$ cat src/pmt_pkg.sv
package pmt_pkg;
	localparam int unsigned pmt_data_width = 32;
	localparam int unsigned pmt_addr_width = 8;
	localparam logic [7:0] pmt_off_timer_control = 8'h00;
	localparam logic [7:0] pmt_off_period_value = 8'h04;
	localparam logic [7:0] pmt_off_timer_count = 8'h08;
	localparam logic [7:0] pmt_off_peripheral_irq_flags = 8'h0C;
	localparam logic [7:0] pmt_off_peripheral_irq_enables = 8'h10;
	localparam int unsigned pmt_ctl_unused_bit = 7;
	localparam int unsigned pmt_ctl_post_lsb = 3;
	localparam int unsigned pmt_ctl_post_msb = 6;
	localparam int unsigned pmt_ctl_on_bit = 2;
	localparam int unsigned pmt_ctl_pre_lsb = 0;
	localparam int unsigned pmt_ctl_pre_msb = 1;
	localparam int unsigned pmt_irq_match_bit = 0;
	localparam logic [7:0] pmt_rst_timer_control = 8'h00;
	localparam logic [7:0] pmt_rst_period_value = 8'hFF;
	localparam logic [7:0] pmt_rst_timer_count = 8'h00;
	localparam logic [7:0] pmt_ctl_write_mask = 8'h7F;
	localparam int unsigned pmt_osc_per_instr = 4;
	localparam int unsigned pmt_pre_width = 6;
	localparam int unsigned pmt_post_width = 4;
	localparam logic [1:0] pmt_pre_div1 = 2'h0;
	localparam logic [1:0] pmt_pre_div4 = 2'h1;
	localparam logic [1:0] pmt_pre_div16 = 2'h2;
	localparam logic [5:0] pmt_pre_lim1 = 6'h00;
	localparam logic [5:0] pmt_pre_lim4 = 6'h03;
	localparam logic [5:0] pmt_pre_lim16 = 6'h0F;
	localparam logic [5:0] pmt_pre_lim64 = 6'h3F;
	localparam logic [1:0] pmt_resp_okay = 2'h0;
	localparam logic [1:0] pmt_resp_slverr = 2'h2;
endpackage

$ cat src/pmt_timer.sv
// What this block does
// - Every count-equals-period match drives a four-bit postscaler whose output feeds the interrupt logic.
// - The postscaler output sets the match interrupt flag, which stays set until software clears it.
// - The flag reaches the interrupt output only while the match interrupt enable bit is set.
// - Control bits 6 to 3 select a postscale ratio of the field value plus one.
// - The unscaled match pulse goes out as the PWM time base for the capture/compare/PWM units.
// - The match output is offered as a shift clock source for the serial port in SPI mode.
// - In sleep the timer neither counts nor raises match events.
// - In sleep the count and period registers keep their values.
// - Control bit 7 is unimplemented and reads as zero.
// - Control bit 2 turns the timer on; while off the count holds.
// - Control bits 1 to 0 pick a prescale of 1, 4, 16 or 64.
// - The timer input clock is the instruction clock, a quarter of the system clock, through the prescaler.
// - Count and period are compared each timer clock; on equality a match pulse issues and the count restarts at zero.
// - Reset clears the count and sets the period to all ones.
// - Writing the count or control register, or reset, clears prescaler and postscaler; a control write keeps the count.
//
// Chosen here: the address map and the AXI4-Lite interface to the registers.
`timescale 1ns/10ps
module pmt_timer
	import pmt_pkg::*;
(
	input wire logic aclk,
	input wire logic aresetn,
	input wire logic [pmt_addr_width-1:0] s_axi_awaddr,
	input wire logic [2:0] s_axi_awprot,
	input wire logic s_axi_awvalid,
	output logic s_axi_awready,
	input wire logic [pmt_data_width-1:0] s_axi_wdata,
	input wire logic [3:0] s_axi_wstrb,
	input wire logic s_axi_wvalid,
	output logic s_axi_wready,
	output logic [1:0] s_axi_bresp,
	output logic s_axi_bvalid,
	input wire logic s_axi_bready,
	input wire logic [pmt_addr_width-1:0] s_axi_araddr,
	input wire logic [2:0] s_axi_arprot,
	input wire logic s_axi_arvalid,
	output logic s_axi_arready,
	output logic [pmt_data_width-1:0] s_axi_rdata,
	output logic [1:0] s_axi_rresp,
	output logic s_axi_rvalid,
	input wire logic s_axi_rready,
	input wire logic sleep_mode,
	output logic ccp_time_base,
	output logic spi_shift_tick,
	output logic irq
);
	logic [7:0] timer_control;
	logic [7:0] period_value;
	logic [7:0] timer_count;
	logic match_irq_flag;
	logic match_irq_enable;
	logic [1:0] instr_phase;
	logic instr_tick;
	logic pre_fire;
	logic post_fire;
	logic match_evt;
	logic scaler_clear;
	logic [pmt_addr_width-1:0] aw_addr;
	logic aw_held;
	logic [7:0] w_byte;
	logic w_lane0;
	logic w_held;
	logic do_write;
	logic wr_ctl;
	logic wr_per;
	logic wr_cnt;
	logic wr_flg;
	logic wr_ena;
	logic wr_hit;
	logic rd_hit;
	logic [7:0] rd_byte;
	logic timer_run;

	function automatic logic [pmt_pre_width-1:0] pre_limit(input logic [1:0] sel);
		logic [pmt_pre_width-1:0] lim;
		lim = pmt_pre_lim64;
		if (sel == pmt_pre_div1)
			lim = pmt_pre_lim1;
		else if (sel == pmt_pre_div4)
			lim = pmt_pre_lim4;
		else if (sel == pmt_pre_div16)
			lim = pmt_pre_lim16;
		return lim;
	endfunction

	// Instruction clock enable, one aclk in four
	always_ff @(posedge aclk)
	begin
		if (!aresetn)
		begin
			instr_phase <= 2'h0;
		end
		else
		begin
			instr_phase <= instr_phase + 2'h1;
		end
	end
	assign instr_tick = (instr_phase == 2'(pmt_osc_per_instr - 1));

	// Counting halts when off or asleep
	assign timer_run = instr_tick && timer_control[pmt_ctl_on_bit] && !sleep_mode;

	assign scaler_clear = wr_cnt || wr_ctl;

	pmt_divider #(
		.width(pmt_pre_width)
	) u_prescaler (
		.aclk(aclk),
		.aresetn(aresetn),
		.clear(scaler_clear),
		.tick(timer_run),
		.limit(pre_limit(timer_control[pmt_ctl_pre_msb:pmt_ctl_pre_lsb])),
		.fire(pre_fire)
	);

	// Compare on every timer clock
	assign match_evt = pre_fire && (timer_count == period_value) && !wr_cnt;

	pmt_divider #(
		.width(pmt_post_width)
	) u_postscaler (
		.aclk(aclk),
		.aresetn(aresetn),
		.clear(scaler_clear),
		.tick(match_evt),
		.limit(timer_control[pmt_ctl_post_msb:pmt_ctl_post_lsb]),
		.fire(post_fire)
	);

	// Count register
	always_ff @(posedge aclk)
	begin
		if (!aresetn)
		begin
			timer_count <= pmt_rst_timer_count;
		end
		else if (wr_cnt)
		begin
			timer_count <= w_byte;
		end
		else if (match_evt)
		begin
			timer_count <= 8'h00;
		end
		else if (pre_fire)
		begin
			timer_count <= timer_count + 8'h01;
		end
	end

	// Period register, software only
	always_ff @(posedge aclk)
	begin
		if (!aresetn)
		begin
			period_value <= pmt_rst_period_value;
		end
		else if (wr_per)
		begin
			period_value <= w_byte;
		end
	end

	// Control register, bit 7 held at zero
	always_ff @(posedge aclk)
	begin
		if (!aresetn)
		begin
			timer_control <= pmt_rst_timer_control;
		end
		else if (wr_ctl)
		begin
			timer_control <= w_byte & pmt_ctl_write_mask;
		end
	end

	// Sticky flag; a new event beats a write-one-to-clear
	always_ff @(posedge aclk)
	begin
		if (!aresetn)
		begin
			match_irq_flag <= 1'b0;
		end
		else if (post_fire)
		begin
			match_irq_flag <= 1'b1;
		end
		else if (wr_flg && w_byte[pmt_irq_match_bit])
		begin
			match_irq_flag <= 1'b0;
		end
	end

	always_ff @(posedge aclk)
	begin
		if (!aresetn)
		begin
			match_irq_enable <= 1'b0;
		end
		else if (wr_ena)
		begin
			match_irq_enable <= w_byte[pmt_irq_match_bit];
		end
	end

	// Outputs to the interrupt line, PWM units and serial port
	always_ff @(posedge aclk)
	begin
		if (!aresetn)
		begin
			irq <= 1'b0;
			ccp_time_base <= 1'b0;
			spi_shift_tick <= 1'b0;
		end
		else
		begin
			irq <= match_irq_flag && match_irq_enable;
			ccp_time_base <= match_evt;
			spi_shift_tick <= match_evt;
		end
	end

	// Write address channel
	always_ff @(posedge aclk)
	begin
		if (!aresetn)
		begin
			s_axi_awready <= 1'b0;
			aw_held <= 1'b0;
			aw_addr <= '0;
		end
		else if (s_axi_awvalid && s_axi_awready)
		begin
			s_axi_awready <= 1'b0;
			aw_held <= 1'b1;
			aw_addr <= s_axi_awaddr;
		end
		else if (do_write)
		begin
			aw_held <= 1'b0;
		end
		else if (!aw_held && !s_axi_bvalid)
		begin
			s_axi_awready <= 1'b1;
		end
	end

	// Write data channel
	always_ff @(posedge aclk)
	begin
		if (!aresetn)
		begin
			s_axi_wready <= 1'b0;
			w_held <= 1'b0;
			w_byte <= 8'h00;
			w_lane0 <= 1'b0;
		end
		else if (s_axi_wvalid && s_axi_wready)
		begin
			s_axi_wready <= 1'b0;
			w_held <= 1'b1;
			w_byte <= s_axi_wdata[7:0];
			w_lane0 <= s_axi_wstrb[0];
		end
		else if (do_write)
		begin
			w_held <= 1'b0;
		end
		else if (!w_held && !s_axi_bvalid)
		begin
			s_axi_wready <= 1'b1;
		end
	end

	assign do_write = aw_held && w_held && !s_axi_bvalid;

	// Write decode; a cleared low-byte strobe leaves the register alone
	always_comb
	begin
		wr_ctl = 1'b0;
		wr_per = 1'b0;
		wr_cnt = 1'b0;
		wr_flg = 1'b0;
		wr_ena = 1'b0;
		wr_hit = 1'b1;
		if (aw_addr == pmt_off_timer_control)
			wr_ctl = do_write && w_lane0;
		else if (aw_addr == pmt_off_period_value)
			wr_per = do_write && w_lane0;
		else if (aw_addr == pmt_off_timer_count)
			wr_cnt = do_write && w_lane0;
		else if (aw_addr == pmt_off_peripheral_irq_flags)
			wr_flg = do_write && w_lane0;
		else if (aw_addr == pmt_off_peripheral_irq_enables)
			wr_ena = do_write && w_lane0;
		else
			wr_hit = 1'b0;
	end

	// Write response
	always_ff @(posedge aclk)
	begin
		if (!aresetn)
		begin
			s_axi_bvalid <= 1'b0;
			s_axi_bresp <= pmt_resp_okay;
		end
		else if (do_write)
		begin
			s_axi_bvalid <= 1'b1;
			s_axi_bresp <= wr_hit ? pmt_resp_okay : pmt_resp_slverr;
		end
		else if (s_axi_bready)
		begin
			s_axi_bvalid <= 1'b0;
		end
	end

	// Read decode
	always_comb
	begin
		rd_byte = 8'h00;
		rd_hit = 1'b1;
		if (s_axi_araddr == pmt_off_timer_control)
			rd_byte = timer_control & pmt_ctl_write_mask;
		else if (s_axi_araddr == pmt_off_period_value)
			rd_byte = period_value;
		else if (s_axi_araddr == pmt_off_timer_count)
			rd_byte = timer_count;
		else if (s_axi_araddr == pmt_off_peripheral_irq_flags)
			rd_byte = {7'h00, match_irq_flag};
		else if (s_axi_araddr == pmt_off_peripheral_irq_enables)
			rd_byte = {7'h00, match_irq_enable};
		else
			rd_hit = 1'b0;
	end

	// Read channels
	always_ff @(posedge aclk)
	begin
		if (!aresetn)
		begin
			s_axi_arready <= 1'b0;
			s_axi_rvalid <= 1'b0;
			s_axi_rdata <= '0;
			s_axi_rresp <= pmt_resp_okay;
		end
		else if (s_axi_arvalid && s_axi_arready)
		begin
			s_axi_arready <= 1'b0;
			s_axi_rvalid <= 1'b1;
			s_axi_rdata <= {24'h000000, rd_byte};
			s_axi_rresp <= rd_hit ? pmt_resp_okay : pmt_resp_slverr;
		end
		else if (s_axi_rvalid && s_axi_rready)
		begin
			s_axi_rvalid <= 1'b0;
		end
		else if (!s_axi_rvalid)
		begin
			s_axi_arready <= 1'b1;
		end
	end
endmodule // pmt_timer

$ cat src/pmt_divider.sv
`timescale 1ns/10ps
module pmt_divider
	import pmt_pkg::*;
#(
	parameter int unsigned width = 4
)
(
	input wire logic aclk,
	input wire logic aresetn,
	input wire logic clear,
	input wire logic tick,
	input wire logic [width-1:0] limit,
	output logic fire
);
	logic [width-1:0] count;

	// Fires on the tick that completes limit plus one ticks
	assign fire = tick && (count >= limit);

	always_ff @(posedge aclk)
	begin
		if (!aresetn || clear)
		begin
			count <= '0;
		end
		else if (fire)
		begin
			count <= '0;
		end
		else if (tick)
		begin
			count <= count + 1'b1;
		end
	end
endmodule // pmt_divider

$ cat config.mk
export PLATFORM = sky130hd
export DESIGN_NAME = pmt_timer
export DESIGN_NICKNAME = d
export VERILOG_FILES = /design/src/pmt_pkg.sv /design/src/pmt_timer.sv /design/src/pmt_divider.sv
export SDC_FILE = /design/constraint.sdc
export NUM_CORES = 1
export LEC_CHECK = 0
export ABC_AREA = 1
export BUFFER_PORTS_ARGS = -buffer_cell sky130_fd_sc_hd__buf_2
export CAP_MARGIN = 20
export CORE_MARGIN = 3
export CORE_UTILIZATION = 54
export CTS_BUF_LIST = sky130_fd_sc_hd__clkbuf_8
export DETAILED_ROUTE_END_ITERATION = 8
export PLACE_DENSITY = 0.85
export SLEW_MARGIN = 20
export SYNTH_ARGS = -nofsm -noshare
export SYNTH_HDL_FRONTEND = slang
export SYNTH_SLANG_ARGS = --single-unit
$ cat constraint.sdc
create_clock -name aclk -period 2 [get_ports aclk]
set_input_delay 0.3 -clock aclk [delete_from_list [all_inputs] [get_ports aclk]]
set_output_delay 0.3 -clock aclk [all_outputs]
set_load 0.02 [all_outputs]
# [Word level (Yosys, flattened, before mapping)]
# Cells that the tools add are included.
[word_totals] register_bits=75
[op_classes] addsub=4 magnitude_cmp=2 eq_ne=12 muxes=47 bitwise=4 n_reduce_logical=42
[ops] cell="8-bit 2-to-1 mux" count=6
[ops] cell="1-bit 2-to-1 mux" count=36
[ops] cell="8-bit by 4-bit == test with 1-bit output (second input constant)" count=4
[ops] cell="6-bit 2-to-1 mux" count=3
[ops] cell="1-bit logical AND" count=17
[ops] cell="8-bit by 3-bit == test with 1-bit output (second input constant)" count=2
[ops] cell="8-bit by 5-bit == test with 1-bit output (second input constant)" count=2
[ops] cell="8-bit zero test" count=2
[ops] cell="2-bit nonzero test" count=5
[ops] cell="2-bit OR reduction" count=5
[ops] cell="8-bit by 1-bit adder with 8-bit output (second input constant)" count=1
[ops] cell="8-bit == test" count=1
[ops] cell="6-bit by 1-bit adder with 6-bit output (second input constant)" count=1
[ops] cell="6-bit >= comparator" count=1
[ops] cell="1-bit zero test" count=6
[ops] cell="2-bit AND reduction" count=3
[ops] cell="4-bit by 1-bit adder with 4-bit output (second input constant)" count=1
[ops] cell="2-bit == test (second input constant)" count=2
[ops] cell="4-bit >= comparator" count=1
[ops] cell="2-bit 2-to-1 mux" count=2
[ops] cell="1-bit inverter" count=4
[ops] cell="3-bit nonzero test" count=1
[ops] cell="2-bit by 1-bit adder with 2-bit output (second input constant)" count=1
[ops] cell="2-bit by 1-bit == test with 1-bit output (second input constant)" count=1
[ops] cell="other kinds (2)" count=3

# [Longest topological paths before layout]
[depth] word_depth=10 depth_mapped=16

# [Hierarchy]
# A second synthesis with hierarchy kept.
[hier_totals] cells_unflattened=579 area_unflattened_um2=4002.6
[modules_own_cells] mod="pmt_timer" n_inst=1 cells_each=474 area_per_inst_um2=3274.4 seq_area_each_um2=1261.2
[modules_own_cells] mod="pmt_divider at u_prescaler" n_inst=1 cells_each=66 area_per_inst_um2=441.7 seq_area_each_um2=120.1
[modules_own_cells] mod="pmt_divider at u_postscaler" n_inst=1 cells_each=39 area_per_inst_um2=286.5 seq_area_each_um2=80.1

# [Worst setup path after synthesis]
# Ideal clock, no wire load.
[synth_timing] kind="reg-to-reg" startpoint="register timer_control[0]" endpoint="register u_postscaler.count[2]" setup_time_ns=0.109 t_arrival_ns=1.590 t_required_ns=1.891 path_slack_ns=0.301 stages_incl_launch_ff=17 period_less_slack_ns=1.699 path_cell_list="dfxtp_1 -> nor2_1 -> inv_1 -> ha_1 -> inv_1 -> nand2_1 -> nand2_1 -> nand2_1 -> nand2_1 -> nand2_1 -> nand3_2 -> nor2_4 -> nand2_2 -> nand2_1 -> inv_2 -> nand2_1 -> inv_1"
[synth_between] elab_chain_len=10
[synth_rtl] item="from (decl)" line="pmt_timer.sv:49" text="logic [7:0] timer_control;"
[synth_rtl] item="from (signal assigned)" line="pmt_timer.sv:171" text="timer_control <= pmt_rst_timer_control;"
[synth_rtl] item="from (signal assigned)" line="pmt_timer.sv:175" text="timer_control <= w_byte & pmt_ctl_write_mask;"
[synth_rtl] item="2-bit == test" line="pmt_timer.sv:83" text="else if (sel == pmt_pre_div16)"
[synth_rtl] item="6-bit 2-to-1 mux" line="pmt_timer.sv:83"
[synth_rtl] item="6-bit 2-to-1 mux" line="pmt_timer.sv:81" text="else if (sel == pmt_pre_div4)"
[synth_rtl] item="6-bit 2-to-1 mux (*)" line="pmt_timer.sv:79" text="if (sel == pmt_pre_div1)"
[synth_rtl] item="6-bit >= comparator (*)" line="pmt_divider.sv:18" text="assign fire = tick && (count >= limit);"
[synth_rtl] item="1-bit logical AND (*)" line="pmt_divider.sv:18"
[synth_rtl] item="1-bit logical AND (*) (2 in series)" line="pmt_timer.sv:119" text="assign match_evt = pre_fire && (timer_count == period_value) && !wr_cnt;"
[synth_rtl] item="1-bit logical AND" line="pmt_divider.sv:18"
[synth_rtl] item="2-bit OR reduction (no line)"
[synth_rtl] item="to (signal assigned)" line="pmt_divider.sv:32" text="count <= count + 1'b1;"
[synth_rtl] item="to (decl)" line="pmt_divider.sv:15" text="logic [width-1:0] count;"
# Every way passes the cells marked *; elsewhere a longest branch is shown, timed or not.
# A chain may end at the register's enable or synchronous reset.

# [Worst setup path after layout]
[layout_timing] startpoint="register timer_control[1]" endpoint="register u_postscaler.count[2]"
# Same word-level chain as after synthesis.

==> run metrics <==
min cycle time layout=1.86 ns; DIE AREA=0.00848 mm^2; clk_lat worst skew=0.36 ns; Total Routed Length=9390 um; Pre-antenna DRT Iters=5; initial core utilization=0.573; CP max FO=4; Placer Congestion=0.941; Sink Count=73; largest net degree at the start of global routing=36; r2r startpoint=timer_control[1]; core region area=0.00698 mm^2; final setup margin=0.139 ns; Reg2Reg Setup Slack=0.14 ns; clock buffer depth=2; crit path kind=flip-flop to flip-flop; clk root buf=clkbuf_8; Worst EP required=2.26 ns; Worst Hold End=s_axi_awready; HP Class=input pin to flip-flop; Reg power frac=0.462; Distinct cells, synth=35; Gate Count Post-Synth=546; initial antenna violation count=0; vias in the first global route=3,385; Final Hold Viols=0; first-pass GRT wire length=15,300 um; Fillers=612; Leakage=2.08 nW; nets@finish=680; DIE WIDTH=92.1 um; # H-tree levels=3; DRT antenna net count=0; fin crit share=0.931; FF/Latch Area=0.00147 mm^2; power per cell area=724 mW/mm^2; Power Internal=0.00246 W; CTS tree=yes; Worst setup EP type=flip-flop; area grow syn2layout=14.3%; Clock Skew=0.0111 ns; worst vdd ir=0.391 mV; vias per cell=5.21; hold path cells=2; final setup vio count=0; total grt overflow=0; Mapped Area=0.00400 mm^2; Pwr Total=0.00331 W; starting DRC count in detailed routing=320; WP data arrival=2.12 ns; Reg clk slew, reported paths=0.08 ns; vias=3,654; post-route core utilization=0.656; clock share of power=0.436; CP startpoint kind=flip-flop; I/O pin cnt=110; Total GRT Usage=0.223; Worst R2R End=u_postscaler.count[2]; Max Cap Viol=0; hold wc startpoint=s_axi_awvalid; Mapped Avg Cell Area=7.33 um^2; drc violations=0; setup slack at placement=0.00570 ns; synthesized flop and latch total=73; Fin Hold WS=0.125 ns; combinational share of power=0.102; switching fraction of total power=0.256; worst r2r path cells=16; number of I/O port buffers=50; max frequency=0.537 GHz; multi-input logic area=0.00213 mm^2; outcome=complete, no violations; max-slew violations=0; post-detail-place hpwl=6750 um; CTS buffer count=9; die height=92.1 um; Synth Warn #=0; per-cell routed wire length=13.4 um; share of cells above drive strength 1=0.190; setup_tns=0 ns; Row Count=30; Sw Pwr=0.000848 W; CTS Hold Buffers Added=0; Seq/Total Area, Yosys=0.365; Ant. Diodes=0
worst max-delay path, stage by stage (launching register included):
cell and delay [ns]:
dfxtp_4 0.37, nor2_4 0.11, inv_1 0.06, ha_1 0.27, inv_1 0.03, nand2_1 0.05, nand2_1 0.05, nand2_1 0.07
nand2_2 0.07, nand2_4 0.11, nand3_4 0.10, nor2_4 0.13, nand2_2 0.09, nand2_4 0.08, inv_2 0.05, nand2_1 0.07
inv_1 0.05
cells in the mapped netlist, drive strengths merged:
cell    number  share of area
dfxtp       73           0.37
conb         1        0.00094
inv         76          0.072
nand4        9          0.016
buf         31          0.057
nand3       38          0.058
xnor2        9          0.020
nand2      104           0.10
o211ai      11          0.021
ha          14          0.044
nor3b        1         0.0031
a211oi       8          0.019
nor3         8          0.013
o21bai       1         0.0019
clkbuf      10         0.0097
o21ai       34          0.043
and3         1         0.0016
xor2         8          0.018
nor2        59          0.077
a21oi       49          0.061
clkinv       1        0.00094
sequential cells by signal, summed over array words and instances, names as in the netlist, 2 cells and up:
| register | count |
|---|---|
| aw_addr | 8 |
| instr_phase | 2 |
| period_value | 8 |
| s_axi_rdata | 8 |
| timer_control | 7 |
| timer_count | 8 |
| u_postscaler.count | 4 |
| u_prescaler.count | 6 |
| w_byte | 8 |
cells by family (layout without fill, tap and decap cells):
kind of cell    after synthesis  count (layout)  synth area share
simple gates                220             220             0.268
compound gates              103             103             0.145
xor+xnor                     17              17            0.0372
flops                        73              73             0.365
other cells                   1              26          0.000937
buf+inv                     118             152             0.140
fa+ha+maj                    14              14            0.0438
power by group through the flow:
stage	clock, W	sequential [W]	combinational, W
2_1_floorplan	0	0.00158	0.000257
3_3_place_gp	0	0.00156	0.000324
5_1_grt	0.00153	0.00154	0.000376
4_1_cts	0.00146	0.00153	0.000335
6_report	0.00144	0.00153	0.000339
3_5_place_dp	0	0.00157	0.000331
how the worst max path moves through the flow:
| stage | from | endpoint | slack [ns] | cells past startpoint |
|---|---|---|---|---|
| 2_1_floorplan | timer_control[0] | u_postscaler.count[2] | 0.30 | 16 |
| 3_3_place_gp | timer_control[0] | u_postscaler.count[3] | 0.10 | 16 |
| 3_5_place_dp | timer_control[0] | u_postscaler.count[2] | 0.006 | 16 |
| 4_1_cts | timer_control[0] | u_postscaler.count[2] | 0.008 | 16 |
| 5_1_grt | timer_control[1] | u_postscaler.count[0] | -0.04 | 14 |
| 6_report | timer_control[1] | u_postscaler.count[2] | 0.14 | 16 |
timing repair:
item / 4_1_cts / 5_1_grt
resized for setup: 2 / 15
pin swaps: 1 / 3
setup endpoints to repair: 6 / 18
buffers inserted: 1 / 3
layer usage:
| metal | vias to the layer above | global-route usage | routed length [um] | part of all wire |
|---|---|---|---|---|
| li1 | 1827 | - | - | - |
| met1 | 1647 | 0.282 | 4050 | 0.43 |
| met2 | 160 | 0.370 | 4450 | 0.47 |
| met3 | 20 | 0.0550 | 710 | 0.076 |
| met4 | 0 | 0.0755 | 186 | 0.020 |
| met5 | - | 0 | 0 | 0 |
final cells by class:
class,instances,share of cell area
clock buffer,10,0.0301
inverter,77,0.0637
clock inverter,6,0.0249
tap,96,0.0262
timing repair buffer,59,0.0694
multi-input combinational,380,0.465
sequential,73,0.321
cells in the final DEF, fill, tap and decap left out, types with 11 or more instances in the layout:
cell / synthesis / layout
o21ai_0: 34 / 34
ha_1: 14 / 14
inv_1: 70 / 69
a21oi_1: 49 / 48
dfxtp_1: 73 / 71
nand2_1: 100 / 97
conb_1: 1 / 26
buf_2: 3 / 50
nor2_1: 49 / 48
nand3_1: 34 / 33
o211ai_1: 11 / 11
stage by stage:
stage | instance area [um^2] | std cells
floorplan | 4100 | 571
finish | 4580 | 701
CTS | 4500 | 698
detailed placement | 4240 | 681
global route | 4580 | 701
global placement | 4240 | 681
(Power assumes the default switching activity.)
